File: config.mk
export PLATFORM = sky130hd
export DESIGN_NAME = ecs_top
export DESIGN_NICKNAME = d
export VERILOG_FILES = /design/src/include/ecs_pkg.sv /design/src/ecs_pend_bit.sv /design/src/ecs_top.sv
export VERILOG_INCLUDE_DIRS = /design/src /design/src/include
export SDC_FILE = /design/constraint.sdc
export NUM_CORES = 1
export LEC_CHECK = 0
export ABC_AREA = 0
export BUFFER_PORTS_ARGS = -buffer_cell sky130_fd_sc_hd__buf_2
export CORE_MARGIN = 5
export CORE_UTILIZATION = 30
export DETAILED_ROUTE_END_ITERATION = 10
export PLACE_DENSITY = 0.67
export SKIP_LAST_GASP = 1
export SLEW_MARGIN = 20
export SYNTH_ARGS = -nofsm -noshare
export SYNTH_HDL_FRONTEND = slang
export SYNTH_SLANG_ARGS = --single-unit
File: constraint.sdc
create_clock -name i_core_clk -period 1.6 [get_ports i_core_clk]
set_clock_uncertainty 0.1 [all_clocks]
set_input_delay 0.32 -clock i_core_clk [delete_from_list [all_inputs] [get_ports i_core_clk]]
set_output_delay 0.32 -clock i_core_clk [all_outputs]
set_load 0.005 [all_outputs]
File: src/include/ecs_cfg.svh
`ifndef ECS_CFG_SVH
`define ECS_CFG_SVH

// ----------------------------------------------------------------
// register map (byte addresses)
// ----------------------------------------------------------------
`define ECS_ADDR_W 4
`define ECS_OFF_STATE 4'h4
`define ECS_STATE_RST 32'h0000_0000

// ----------------------------------------------------------------
// field positions of exception_control_state
// ----------------------------------------------------------------
`define ECS_BIT_NMI_SET 31
`define ECS_BIT_DSV_SET 28
`define ECS_BIT_DSV_CLR 27
`define ECS_BIT_TICK_SET 26
`define ECS_BIT_TICK_CLR 25
`define ECS_BIT_ANY_PEND 22
`define ECS_HPN_HI 17
`define ECS_HPN_LO 12
`define ECS_ACT_HI 5
`define ECS_ACT_LO 0

// ----------------------------------------------------------------
// exception numbers and sizes
// ----------------------------------------------------------------
`define ECS_NUM_W 6
`define ECS_NUM_NONE 6'h00
`define ECS_NUM_NMI 6'h02
`define ECS_NUM_DSV 6'h0E
`define ECS_NUM_TICK 6'h0F
`define ECS_NUM_IRQ0 6'h10
`define ECS_NIRQ 32
`define ECS_IRQ_IDX_W 5

`endif

File: src/include/ecs_pkg.sv
package ecs_pkg;

    // ------------------------------------------------------------
    // core sequencer events, one-cycle pulses with their numbers
    // ------------------------------------------------------------
    typedef struct packed {
        logic enter;
        logic [5:0] enter_num;
        logic leave;
        logic [5:0] leave_num;
    } ecs_core_evt_s;

    // ------------------------------------------------------------
    // external interrupt view from the interrupt array
    // ------------------------------------------------------------
    typedef struct packed {
        logic [31:0] pend;
        logic [31:0] en;
    } ecs_irq_view_s;

    // ------------------------------------------------------------
    // register bus handshake state
    // ------------------------------------------------------------
    typedef enum logic [0:0] {
        ECS_BUS_WAIT = 1'b0,
        ECS_BUS_ACK = 1'b1
    } ecs_bus_e;

endpackage : ecs_pkg

File: src/ecs_pend_bit.sv
`timescale 1ns/1ps

// ----------------------------------------------------------------
// one sticky pending flag, set beats clear
// ----------------------------------------------------------------
module ecs_pend_bit (
    input wire logic i_core_clk,
    input wire logic i_rst,
    input wire logic i_set,
    input wire logic i_clr,
    output logic o_pend
);

    logic pend_ff;

    // an event landing in the clearing cycle must not be lost
    always_ff @(posedge i_core_clk or posedge i_rst) begin
        if (i_rst) begin
            pend_ff <= 1'b0;
        end else if (i_set) begin
            pend_ff <= 1'b1;
        end else if (i_clr) begin
            pend_ff <= 1'b0;
        end
    end

    assign o_pend = pend_ff;

endmodule : ecs_pend_bit

File: src/ecs_top.sv
// Our own choices: the register offsets and the Avalon-MM interface to the registers.
`timescale 1ns/1ps
`include "ecs_cfg.svh"

module ecs_top (
    input wire logic i_core_clk,
    input wire logic i_rst,
    // avalon-mm slave
    input wire logic [`ECS_ADDR_W-1:0] i_avs_address,
    input wire logic i_avs_read,
    input wire logic i_avs_write,
    input wire logic [31:0] i_avs_writedata,
    input wire logic [3:0] i_avs_byteenable,
    output logic [31:0] o_avs_readdata,
    output logic o_avs_waitrequest,
    // core and interrupt array
    input wire logic i_nmi,
    input wire logic i_tick_event,
    input wire ecs_pkg::ecs_core_evt_s i_core_evt,
    input wire ecs_pkg::ecs_irq_view_s i_irq_view,
    output logic o_nmi_request,
    output logic o_dsv_pending,
    output logic o_tick_pending,
    output logic [`ECS_NUM_W-1:0] o_highest_pending_number,
    output logic [`ECS_NUM_W-1:0] o_active_exception_number,
    output logic o_irq_clear_valid,
    output logic [`ECS_IRQ_IDX_W-1:0] o_irq_clear_index
);

    import ecs_pkg::*;

    // ------------------------------------------------------------
    // declarations
    // ------------------------------------------------------------
    ecs_bus_e bus_state_ff;
    ecs_bus_e nxt_bus_state;
    logic [31:0] rdata_ff;
    logic [31:0] nxt_rdata;
    logic nmi_meta_ff;
    logic nmi_sync_ff;
    logic nmi_prev_ff;
    logic nmi_rise;
    logic wr_commit;
    logic sel_state;
    logic be_top;
    logic waitreq_ff;
    logic nxt_waitreq;
    logic sw_nmi_set;
    logic sw_dsv_set;
    logic sw_dsv_clr;
    logic sw_tick_set;
    logic sw_tick_clr;
    logic enter_nmi;
    logic enter_dsv;
    logic enter_tick;
    logic enter_irq;
    logic nmi_pend;
    logic dsv_pend;
    logic tick_pend;
    logic any_pend_ff;
    logic nxt_any_pend;
    logic [`ECS_NUM_W-1:0] hpn_ff;
    logic [`ECS_NUM_W-1:0] nxt_hpn;
    logic [`ECS_NUM_W-1:0] active_ff;
    logic [`ECS_NUM_W-1:0] nxt_active;
    logic irq_clr_valid_ff;
    logic [`ECS_IRQ_IDX_W-1:0] irq_clr_index_ff;
    logic [`ECS_NUM_W-1:0] irq_rel_num;
    logic [31:0] irq_ready;

    // ------------------------------------------------------------
    // register bus handshake
    // ------------------------------------------------------------

    // one wait cycle per access keeps read data a flop output;
    // the master samples waitrequest low at the next edge
    always_comb begin
        nxt_bus_state = ECS_BUS_WAIT;
        if ((i_avs_read || i_avs_write) && (bus_state_ff == ECS_BUS_WAIT)) begin
            nxt_bus_state = ECS_BUS_ACK;
        end
    end

    always_ff @(posedge i_core_clk or posedge i_rst) begin
        if (i_rst) begin
            bus_state_ff <= ECS_BUS_WAIT;
        end else begin
            bus_state_ff <= nxt_bus_state;
        end
    end

    // waitrequest has a flop of its own so the bus never sees a
    // decode glitch; it drops exactly when the state moves to ACK
    assign nxt_waitreq = (nxt_bus_state == ECS_BUS_WAIT);

    always_ff @(posedge i_core_clk or posedge i_rst) begin
        if (i_rst) begin
            waitreq_ff <= 1'b1;
        end else begin
            waitreq_ff <= nxt_waitreq;
        end
    end

    assign o_avs_waitrequest = waitreq_ff;
    assign sel_state = (i_avs_address == `ECS_OFF_STATE);

    // a write lands only at the edge where waitrequest is seen low
    assign wr_commit = i_avs_write && (bus_state_ff == ECS_BUS_ACK) && sel_state;

    // the byte lane carrying the writable bits
    assign be_top = i_avs_byteenable[3];

    // ------------------------------------------------------------
    // write decode
    // ------------------------------------------------------------

    // lanes 0..2 hold only read-only or reserved bits, so
    // nothing is written through them and they are not decoded

    // only the set and clear bits are looked at; every other bit
    // of the write word is dropped
    assign sw_nmi_set = wr_commit && be_top && i_avs_writedata[`ECS_BIT_NMI_SET];
    assign sw_dsv_set = wr_commit && be_top && i_avs_writedata[`ECS_BIT_DSV_SET];
    assign sw_dsv_clr = wr_commit && be_top && i_avs_writedata[`ECS_BIT_DSV_CLR];
    assign sw_tick_set = wr_commit && be_top && i_avs_writedata[`ECS_BIT_TICK_SET];
    assign sw_tick_clr = wr_commit && be_top && i_avs_writedata[`ECS_BIT_TICK_CLR];

    // ------------------------------------------------------------
    // non-maskable input
    // ------------------------------------------------------------

    // two-flop synchroniser, then a rising-edge detector on the
    // second stage only
    // i_nmi is a pin, so the first stage may go metastable
    always_ff @(posedge i_core_clk or posedge i_rst) begin
        if (i_rst) begin
            nmi_meta_ff <= 1'b0;
            nmi_sync_ff <= 1'b0;
            nmi_prev_ff <= 1'b0;
        end else begin
            nmi_meta_ff <= i_nmi;
            nmi_sync_ff <= nmi_meta_ff;
            nmi_prev_ff <= nmi_sync_ff;
        end
    end

    // a new assertion during the handler pends it again
    assign nmi_rise = nmi_sync_ff && !nmi_prev_ff;

    // ------------------------------------------------------------
    // handler entry decode
    // ------------------------------------------------------------
    assign enter_nmi = i_core_evt.enter && (i_core_evt.enter_num == `ECS_NUM_NMI);
    assign enter_dsv = i_core_evt.enter && (i_core_evt.enter_num == `ECS_NUM_DSV);
    assign enter_tick = i_core_evt.enter && (i_core_evt.enter_num == `ECS_NUM_TICK);
    assign enter_irq = i_core_evt.enter && (i_core_evt.enter_num >= `ECS_NUM_IRQ0);

    // ------------------------------------------------------------
    // pending flags
    // ------------------------------------------------------------

    // non-maskable: software write or a rising signal sets, entry clears
    ecs_pend_bit u_nmi_pend (
        .i_core_clk(i_core_clk),
        .i_rst(i_rst),
        .i_set(sw_nmi_set || nmi_rise),
        .i_clr(enter_nmi),
        .o_pend(nmi_pend)
    );

    // deferred service: the software write is its only source;
    // set beats clear when both arrive in one write
    ecs_pend_bit u_dsv_pend (
        .i_core_clk(i_core_clk),
        .i_rst(i_rst),
        .i_set(sw_dsv_set),
        .i_clr(sw_dsv_clr || enter_dsv),
        .o_pend(dsv_pend)
    );

    // system tick: the timer event or software sets it;
    // a timer pulse in the clearing cycle still pends it
    ecs_pend_bit u_tick_pend (
        .i_core_clk(i_core_clk),
        .i_rst(i_rst),
        .i_set(sw_tick_set || i_tick_event),
        .i_clr(sw_tick_clr || enter_tick),
        .o_pend(tick_pend)
    );

    // the core starts the handler from this request right away
    assign o_nmi_request = nmi_pend;
    assign o_dsv_pending = dsv_pend;
    assign o_tick_pending = tick_pend;

    // ------------------------------------------------------------
    // external interrupt summary
    // ------------------------------------------------------------

    // the non-maskable exception is kept out of the summary flag
    // disabled interrupts count too: pending needs no enable
    assign nxt_any_pend = |i_irq_view.pend;
    assign irq_ready = i_irq_view.pend & i_irq_view.en;

    always_ff @(posedge i_core_clk or posedge i_rst) begin
        if (i_rst) begin
            any_pend_ff <= 1'b0;
        end else begin
            any_pend_ff <= nxt_any_pend;
        end
    end

    // ------------------------------------------------------------
    // highest pending enabled exception
    // ------------------------------------------------------------

    // fixed priority: lower exception number wins, the
    // non-maskable one always first; the scan runs downward so
    // the last hit is the lowest index
    always_comb begin
        nxt_hpn = `ECS_NUM_NONE;
        for (int i = `ECS_NIRQ - 1; i >= 0; i--) begin
            if (irq_ready[i]) begin
                nxt_hpn = `ECS_NUM_IRQ0 + `ECS_NUM_W'(i);
            end
        end
        if (tick_pend) begin
            nxt_hpn = `ECS_NUM_TICK;
        end
        if (dsv_pend) begin
            nxt_hpn = `ECS_NUM_DSV;
        end
        if (nmi_pend) begin
            nxt_hpn = `ECS_NUM_NMI;
        end
    end

    // registered, so it trails the flags by one cycle
    always_ff @(posedge i_core_clk or posedge i_rst) begin
        if (i_rst) begin
            hpn_ff <= `ECS_NUM_NONE;
        end else begin
            hpn_ff <= nxt_hpn;
        end
    end

    assign o_highest_pending_number = hpn_ff;

    // ------------------------------------------------------------
    // active exception tracking
    // ------------------------------------------------------------

    // the core reports the number it returns to; zero is thread mode
    // entry wins when entry and return land in one cycle
    always_comb begin
        nxt_active = active_ff;
        if (i_core_evt.enter) begin
            nxt_active = i_core_evt.enter_num;
        end else if (i_core_evt.leave) begin
            nxt_active = i_core_evt.leave_num;
        end
    end

    always_ff @(posedge i_core_clk or posedge i_rst) begin
        if (i_rst) begin
            active_ff <= `ECS_NUM_NONE;
        end else begin
            active_ff <= nxt_active;
        end
    end

    assign o_active_exception_number = active_ff;

    // ------------------------------------------------------------
    // external interrupt pending clear on entry
    // ------------------------------------------------------------

    // index is the exception number less sixteen, as software sees it
    assign irq_rel_num = i_core_evt.enter_num - `ECS_NUM_IRQ0;

    always_ff @(posedge i_core_clk or posedge i_rst) begin
        if (i_rst) begin
            irq_clr_valid_ff <= 1'b0;
            irq_clr_index_ff <= '0;
        end else begin
            irq_clr_valid_ff <= enter_irq;
            if (enter_irq) begin
                irq_clr_index_ff <= irq_rel_num[`ECS_IRQ_IDX_W-1:0];
            end
        end
    end

    assign o_irq_clear_valid = irq_clr_valid_ff;
    assign o_irq_clear_index = irq_clr_index_ff;

    // ------------------------------------------------------------
    // read data
    // ------------------------------------------------------------

    // built from the flags before any write of this same access
    // lands; clear bits and reserved ranges read as zero and an
    // unmapped address reads all zero
    always_comb begin
        nxt_rdata = `ECS_STATE_RST;
        if (sel_state) begin
            nxt_rdata[`ECS_BIT_NMI_SET] = nmi_pend;
            nxt_rdata[`ECS_BIT_DSV_SET] = dsv_pend;
            nxt_rdata[`ECS_BIT_TICK_SET] = tick_pend;
            nxt_rdata[`ECS_BIT_TICK_CLR] = 1'b0;
            nxt_rdata[`ECS_BIT_ANY_PEND] = any_pend_ff;
            nxt_rdata[`ECS_HPN_HI:`ECS_HPN_LO] = hpn_ff;
            nxt_rdata[`ECS_ACT_HI:`ECS_ACT_LO] = active_ff;
        end
    end

    // captured on the wait cycle, held through the answer edge;
    // a write leaves the last read word standing
    always_ff @(posedge i_core_clk or posedge i_rst) begin
        if (i_rst) begin
            rdata_ff <= `ECS_STATE_RST;
        end else if (i_avs_read && (bus_state_ff == ECS_BUS_WAIT)) begin
            rdata_ff <= nxt_rdata;
        end
    end

    assign o_avs_readdata = rdata_ff;

endmodule : ecs_top
### Word-level counts from Yosys, hierarchy flattened

Cells that the tools add are included.

| word-level totals | value |
|---|---|
| bits in registers | 44 |
| input bits | 124 |
| logic and storage cells | 99 |

| cells by class | value |
|---|---|
| add/subtract/negate cells | 1 |
| magnitude comparators | 1 |
| equal/unequal tests | 4 |
| multiplexer cells | 50 |
| bitwise gates (word level) | 3 |
| reduce and logical (&&, ||, !) cells | 26 |

Operators by type and width:

| operator | count |
|---|---|
| two-way mux 6 bit | 39 |
| bitwise AND 32 bit | 1 |
| OR reduction 32 bit | 1 |
| logical AND 1 bit | 15 |
| equality test 6 x 4 -> 1 bit, second input constant | 2 |
| two-way mux 1 bit | 10 |
| nonzero test 2 bit | 4 |
| equality test 6 x 2 -> 1 bit, second input constant | 1 |
| >= comparator 6 x 5 -> 1 bit, second input constant | 1 |
| logical OR 1 bit | 5 |
| subtractor 5 bit, second input constant | 1 |
| equality test 4 x 3 -> 1 bit, second input constant | 1 |
| two-way mux 2 bit | 1 |
| NOT 1 bit | 2 |
| zero test 1 bit | 1 |

### Longest topological paths before layout

| depth | value |
|---|---|
| depth in word-level cells | 36 |
| gate-level depth with buffers | 5 |
| gate-level depth less buffers | 5 |

### Hierarchy

Synthesis repeated with hierarchy kept, for this count alone.

| second synthesis, totals | value |
|---|---|
| cell total of the unflattened synthesis | 272 |
| area total of the unflattened synthesis | 2402.3 um^2 |

By module, submodules not included:

| module | instances | cells an instance | area an instance (um^2) |
|---|---|---|---|
| ecs_top | 1 | 260 | 2282.2 |
| ecs_pend_bit | 3 | 4 | 40.0 |

### Worst setup path before layout

OpenSTA, ideal clock, no wires.

| path | value |
|---|---|
| path type | input-to-reg |
| from | input port i_avs_address[1] |
| to | register u_tick_pend.pend_ff (netlist: u_tick_pend.o_pend) |
| library setup time | 0.126 ns |
| arrival time | 1.363 ns |
| data required time | 1.374 ns |
| path slack | 0.011 ns |
| cell stages on the path | 4 |
| buffers on the path | 0 |
| path through | nor4b_4 > and4_4 > a22oi_1 > a221o_1 |

| between the ends | value |
|---|---|
| longest elaborated chain between the ends | 6 |
| elaborated cells on any way between the ends | 9 |
| those cells by class | eq/ne: 1; mux: 1; reduce/logical: 7 |

Ends and longest elaborated chain:

| item | RTL line | source |
|---|---|---|
| start: declaration | ecs_top.sv:9 | `` input wire logic [`ECS_ADDR_W-1:0] i_avs_address, `` |
| equality test 4 x 3 -> 1 bit (no source line) * | n/a |  |
| logical AND 1 bit * | ecs_top.sv:108 | `assign wr_commit = i_avs_write && (bus_state_ff == ECS_BUS_ACK) && sel_state;` |
| logical AND 1 bit * | ecs_top.sv:125, ecs_top.sv:126 |  |
| logical AND 1 bit, on equally long branches | ecs_top.sv:125, ecs_top.sv:126 |  |
| logical OR 1 bit, on equally long branches | ecs_top.sv:186, ecs_top.sv:187 |  |
| two-way mux 1 bit / nonzero test 2 bit (equally long branches) | n/a |  |
| end signal: assignment | ecs_pend_bit.sv:19 | `pend_ff <= 1'b0;` |
| end signal: assignment | ecs_pend_bit.sv:21 | `pend_ff <= 1'b1;` |
| end signal: assignment | ecs_pend_bit.sv:23 | `pend_ff <= 1'b0;` |
| end: declaration | ecs_pend_bit.sv:14 | `logic pend_ff;` |

Every way passes the cells marked *; elsewhere a longest branch is shown, timed or not.
A chain may end at the register's enable or synchronous reset.

### Worst setup path in the final report

| path | value |
|---|---|
| from | register u_tick_pend.pend_ff (netlist: u_tick_pend.o_pend) |
| to | register hpn_ff[0] (netlist: o_highest_pending_number[0]) |

| between the ends | value |
|---|---|
| longest elaborated chain between the ends | 3 |

Ends and longest elaborated chain:

| item | RTL line | source |
|---|---|---|
| two-way mux 6 bit | ecs_top.sv:227 | `if (tick_pend) begin` |
| two-way mux 6 bit | ecs_top.sv:230 | `if (dsv_pend) begin` |
| two-way mux 6 bit | ecs_top.sv:233 | `if (nmi_pend) begin` |
| net nxt_hpn[0] | ecs_top.sv:63 | `` logic [`ECS_NUM_W-1:0] nxt_hpn; `` |
| end signal: assignment | ecs_top.sv:241 | `` hpn_ff <= `ECS_NUM_NONE; `` |
| end signal: assignment | ecs_top.sv:243 | `hpn_ff <= nxt_hpn;` |
| end: declaration | ecs_top.sv:62 | `` logic [`ECS_NUM_W-1:0] hpn_ff; `` |

The timed path passes the listed nets, and every way through them passes these cells.

==> results.cfg <==
[route]
wl_per_cell_um = 14.60
drtAntennaViolNets = 0
avgViaCountPerCell = 4.738
drtIter0Drc = 102
wl_um = 7695
drc = 0
dr.pass1.iters = 4
num_vias = 2497

[global_route]
grt.overflow.total = 0
grt_pass1_vias = 2532
track_usage = 0.1533
antenna_found_initial = 0
grt_first_pass_wirelength_um = 12210
grt_max_degree = 33

[synthesis]
syn_avg_cell_area_sq_um = 8.953
ys.warnings.count = 0
ys.flop_type = dfrtp_1
muxShareOfSynthArea = 0.03560
async_flop_share = 1.000
ys_types = 43
synthCells = 263
synth_compound_area_frac = 0.2141
synth.yosys.seq_area_share = 0.4575
synth_top_family_by_area = simple AND/OR/NAND/NOR gates
synth_xor_area_frac = 0
syn-cell-area_sq_um = 2355
synth-seq-cells = 43
synthTopCellsByArea = dfrtp_1 45%, nand2_1 10%, o21ai_0 6.0%
synth_edf_count = 0
synth_fa_ha_area_frac = 0
synthSimpleGateAreaFrac = 0.2210
synth_area_leader_cell = dfrtp_1
synth_top_area_frac = 0.4463

[floorplanning]
fp.coreArea_sq_um = 7687
initial_core_util = 0.3063
fp.dieH_um = 98.60
die_w_um = 98.60
rows = 32
io_pins = 178
die-area_sq_um = 9721

[worst_setup_path]
worstPathRequired_ps = 1660
crit_slowest_cell = dfrtp_1
worst-r2r-cell-count = 4
critPathBufInv = 0
path_delay_family = compound AO/OA/AOI/OAI gates
cp_data_arrival_time_ps = 1520
cp-end-kind = register
crit_path_start_kind = register
crit_cells = 4
crit_fanout = 2
criticalPathCategory = reg2reg
crit_chain = a21oi_1, o2111ai_1, a2111oi_2, a21oi_1
cp_slowest_stage_delay_ps = 400
crit_top_cell = a21oi_1

[clock_network]
clock_latency_ps = 280
root_buffer = clkbuf_8
cts_buffers = 5
post-cts-setup-buffers = 0
ctsLongestPathBuffers = 2
cts_max_level = 2
cts.sinks = 43
path_clk_slew_ps = 80
cts_tree = built

[cells_and_area]
drive_above_1_share = 0.4141
final_common_cell = buf_2
area_delta_synth_final_pct = 43.52
final_cell_mix = 131 x buf_2, 64 x nand2_1, 42 x dfrtp_1
final_core_util = 0.4396
final_cells = 527
num_antenna_cells = 0
n_fill_cell = 815
multi_input_area_sq_um = 1175
register_area_sq_um = 1077
finalNetCount = 548

[run_status]
outcome = finished, final reports clean

[timing]
slew_violations = 0
fmax_mhz = 683.2
rsz0062_at_grt = no
hold_viol = 0
setup_viol = 0
post-route-period-util = 0.9148
min_period_ps = 1464

[pwr]
finalPower_mw = 2.371
p_per_area_nw_per_um2 = 701.5
vdd_drop_max_v = 0.0002647
p_leak_nw = 1.722

[placed_design]
port_buffers = 131
gp_congestion = 0.9259
dpl.hpwl_um = 6623
placed_cells = 518

[worst_hold_path]
hold_path_class = in2reg
holdPathStages = 1

[run]
max_cap_violations = 0
-- registers in the layout, indices dropped and copies added (netlist names), 5 cells and up --
name and cells:
o_highest_pending_number 6, o_active_exception_number 6, o_avs_readdata 16, o_irq_clear_index 5
-- power breakdown --
| part | switching, mW | internal [mW] |
|---|---|---|
| Combinational | 0.280 | 0.267 |
| Sequential | 0.0315 | 1.15 |
| Clock | 0.340 | 0.306 |
-- repair_timing --
item	in CTS	in global routing
hold endpoints to repair	18	0
resized for setup	0	2
endpoints found under the setup margin	0	1
hold buffers	1	0
-- cell type report --
class / count / share of cell area
clock inverter: 1 / 0.001481
multi-input combinational: 207 / 0.3477
tap: 102 / 0.03776
sequential: 43 / 0.3188
clock buffer: 7 / 0.02258
inverter: 6 / 0.006664
timing repair buffer: 161 / 0.2651
-- through the flow --
step           TNS, ps  setup slack, ps  hold slack, ps  instance area, sq um
2_1_floorplan        0            11.09           231.2                  2411
3_3_place_gp    -414.4           -141.0           232.5                  3282
3_5_place_dp    -609.6           -154.8           241.0                  3282
4_1_cts              0            8.765           23.00                  3373
5_1_grt              0            7.350           17.67                  3379
6_report             0            136.4           35.55                  3379
-- layer usage --
| metal | track usage | wire length, um | vias to the layer above |
|---|---|---|---|
| li1 | - | - | 1249 |
| met1 | 0.2063 | 3351 | 1139 |
| met2 | 0.2559 | 3677 | 102 |
| met3 | 0.02902 | 580 | 7 |
| met4 | 0.03571 | 86 | 0 |
| met5 | 0 | 0 | - |
-- worst paths after layout --
kind                                    startpoint                          end  slack, ps
worst max-delay path            u_tick_pend.o_pend  o_highest_pending_number[0]        140
worst min-delay path                         i_nmi                  nmi_meta_ff         40
worst max register to register  u_tick_pend.o_pend  o_highest_pending_number[0]        140
worst min register to register         nmi_meta_ff                  nmi_sync_ff        250
max in group asynchronous                    i_rst         o_irq_clear_index[4]        440
min in group asynchronous                    i_rst                  nmi_sync_ff        480
-- cell usage after synthesis (2+ instances only) --
library cell / n
nor2_1: 4
a32o_1: 4
a211oi_1: 3
clkbuf_1: 6
mux2i_1: 5
nor3_1: 3
nand4_1: 3
nor2b_1: 6
and3_1: 2
a22o_1: 7
or2_2: 2
inv_1: 6
o21ai_0: 28
a21oi_1: 10
a22oi_1: 10
a221oi_1: 2
nand2_1: 64
mux2_2: 3
dfrtp_1: 42
a2111oi_0: 2
nand3_1: 6
buf_4: 16
nor4_1: 9
-- cells by family (layout without fill, tap and decap cells) --
| logic type | count (synthesis) | after routing |
|---|---|---|
| and+or+nand+nor | 107 | 107 |
| other | 1 | 16 |
| DFF | 43 | 43 |
| buffers and inverters | 28 | 175 |
| muxes | 8 | 8 |
| AOI/OAI and AO/OA | 76 | 76 |
(Power assumes the default switching activity.)
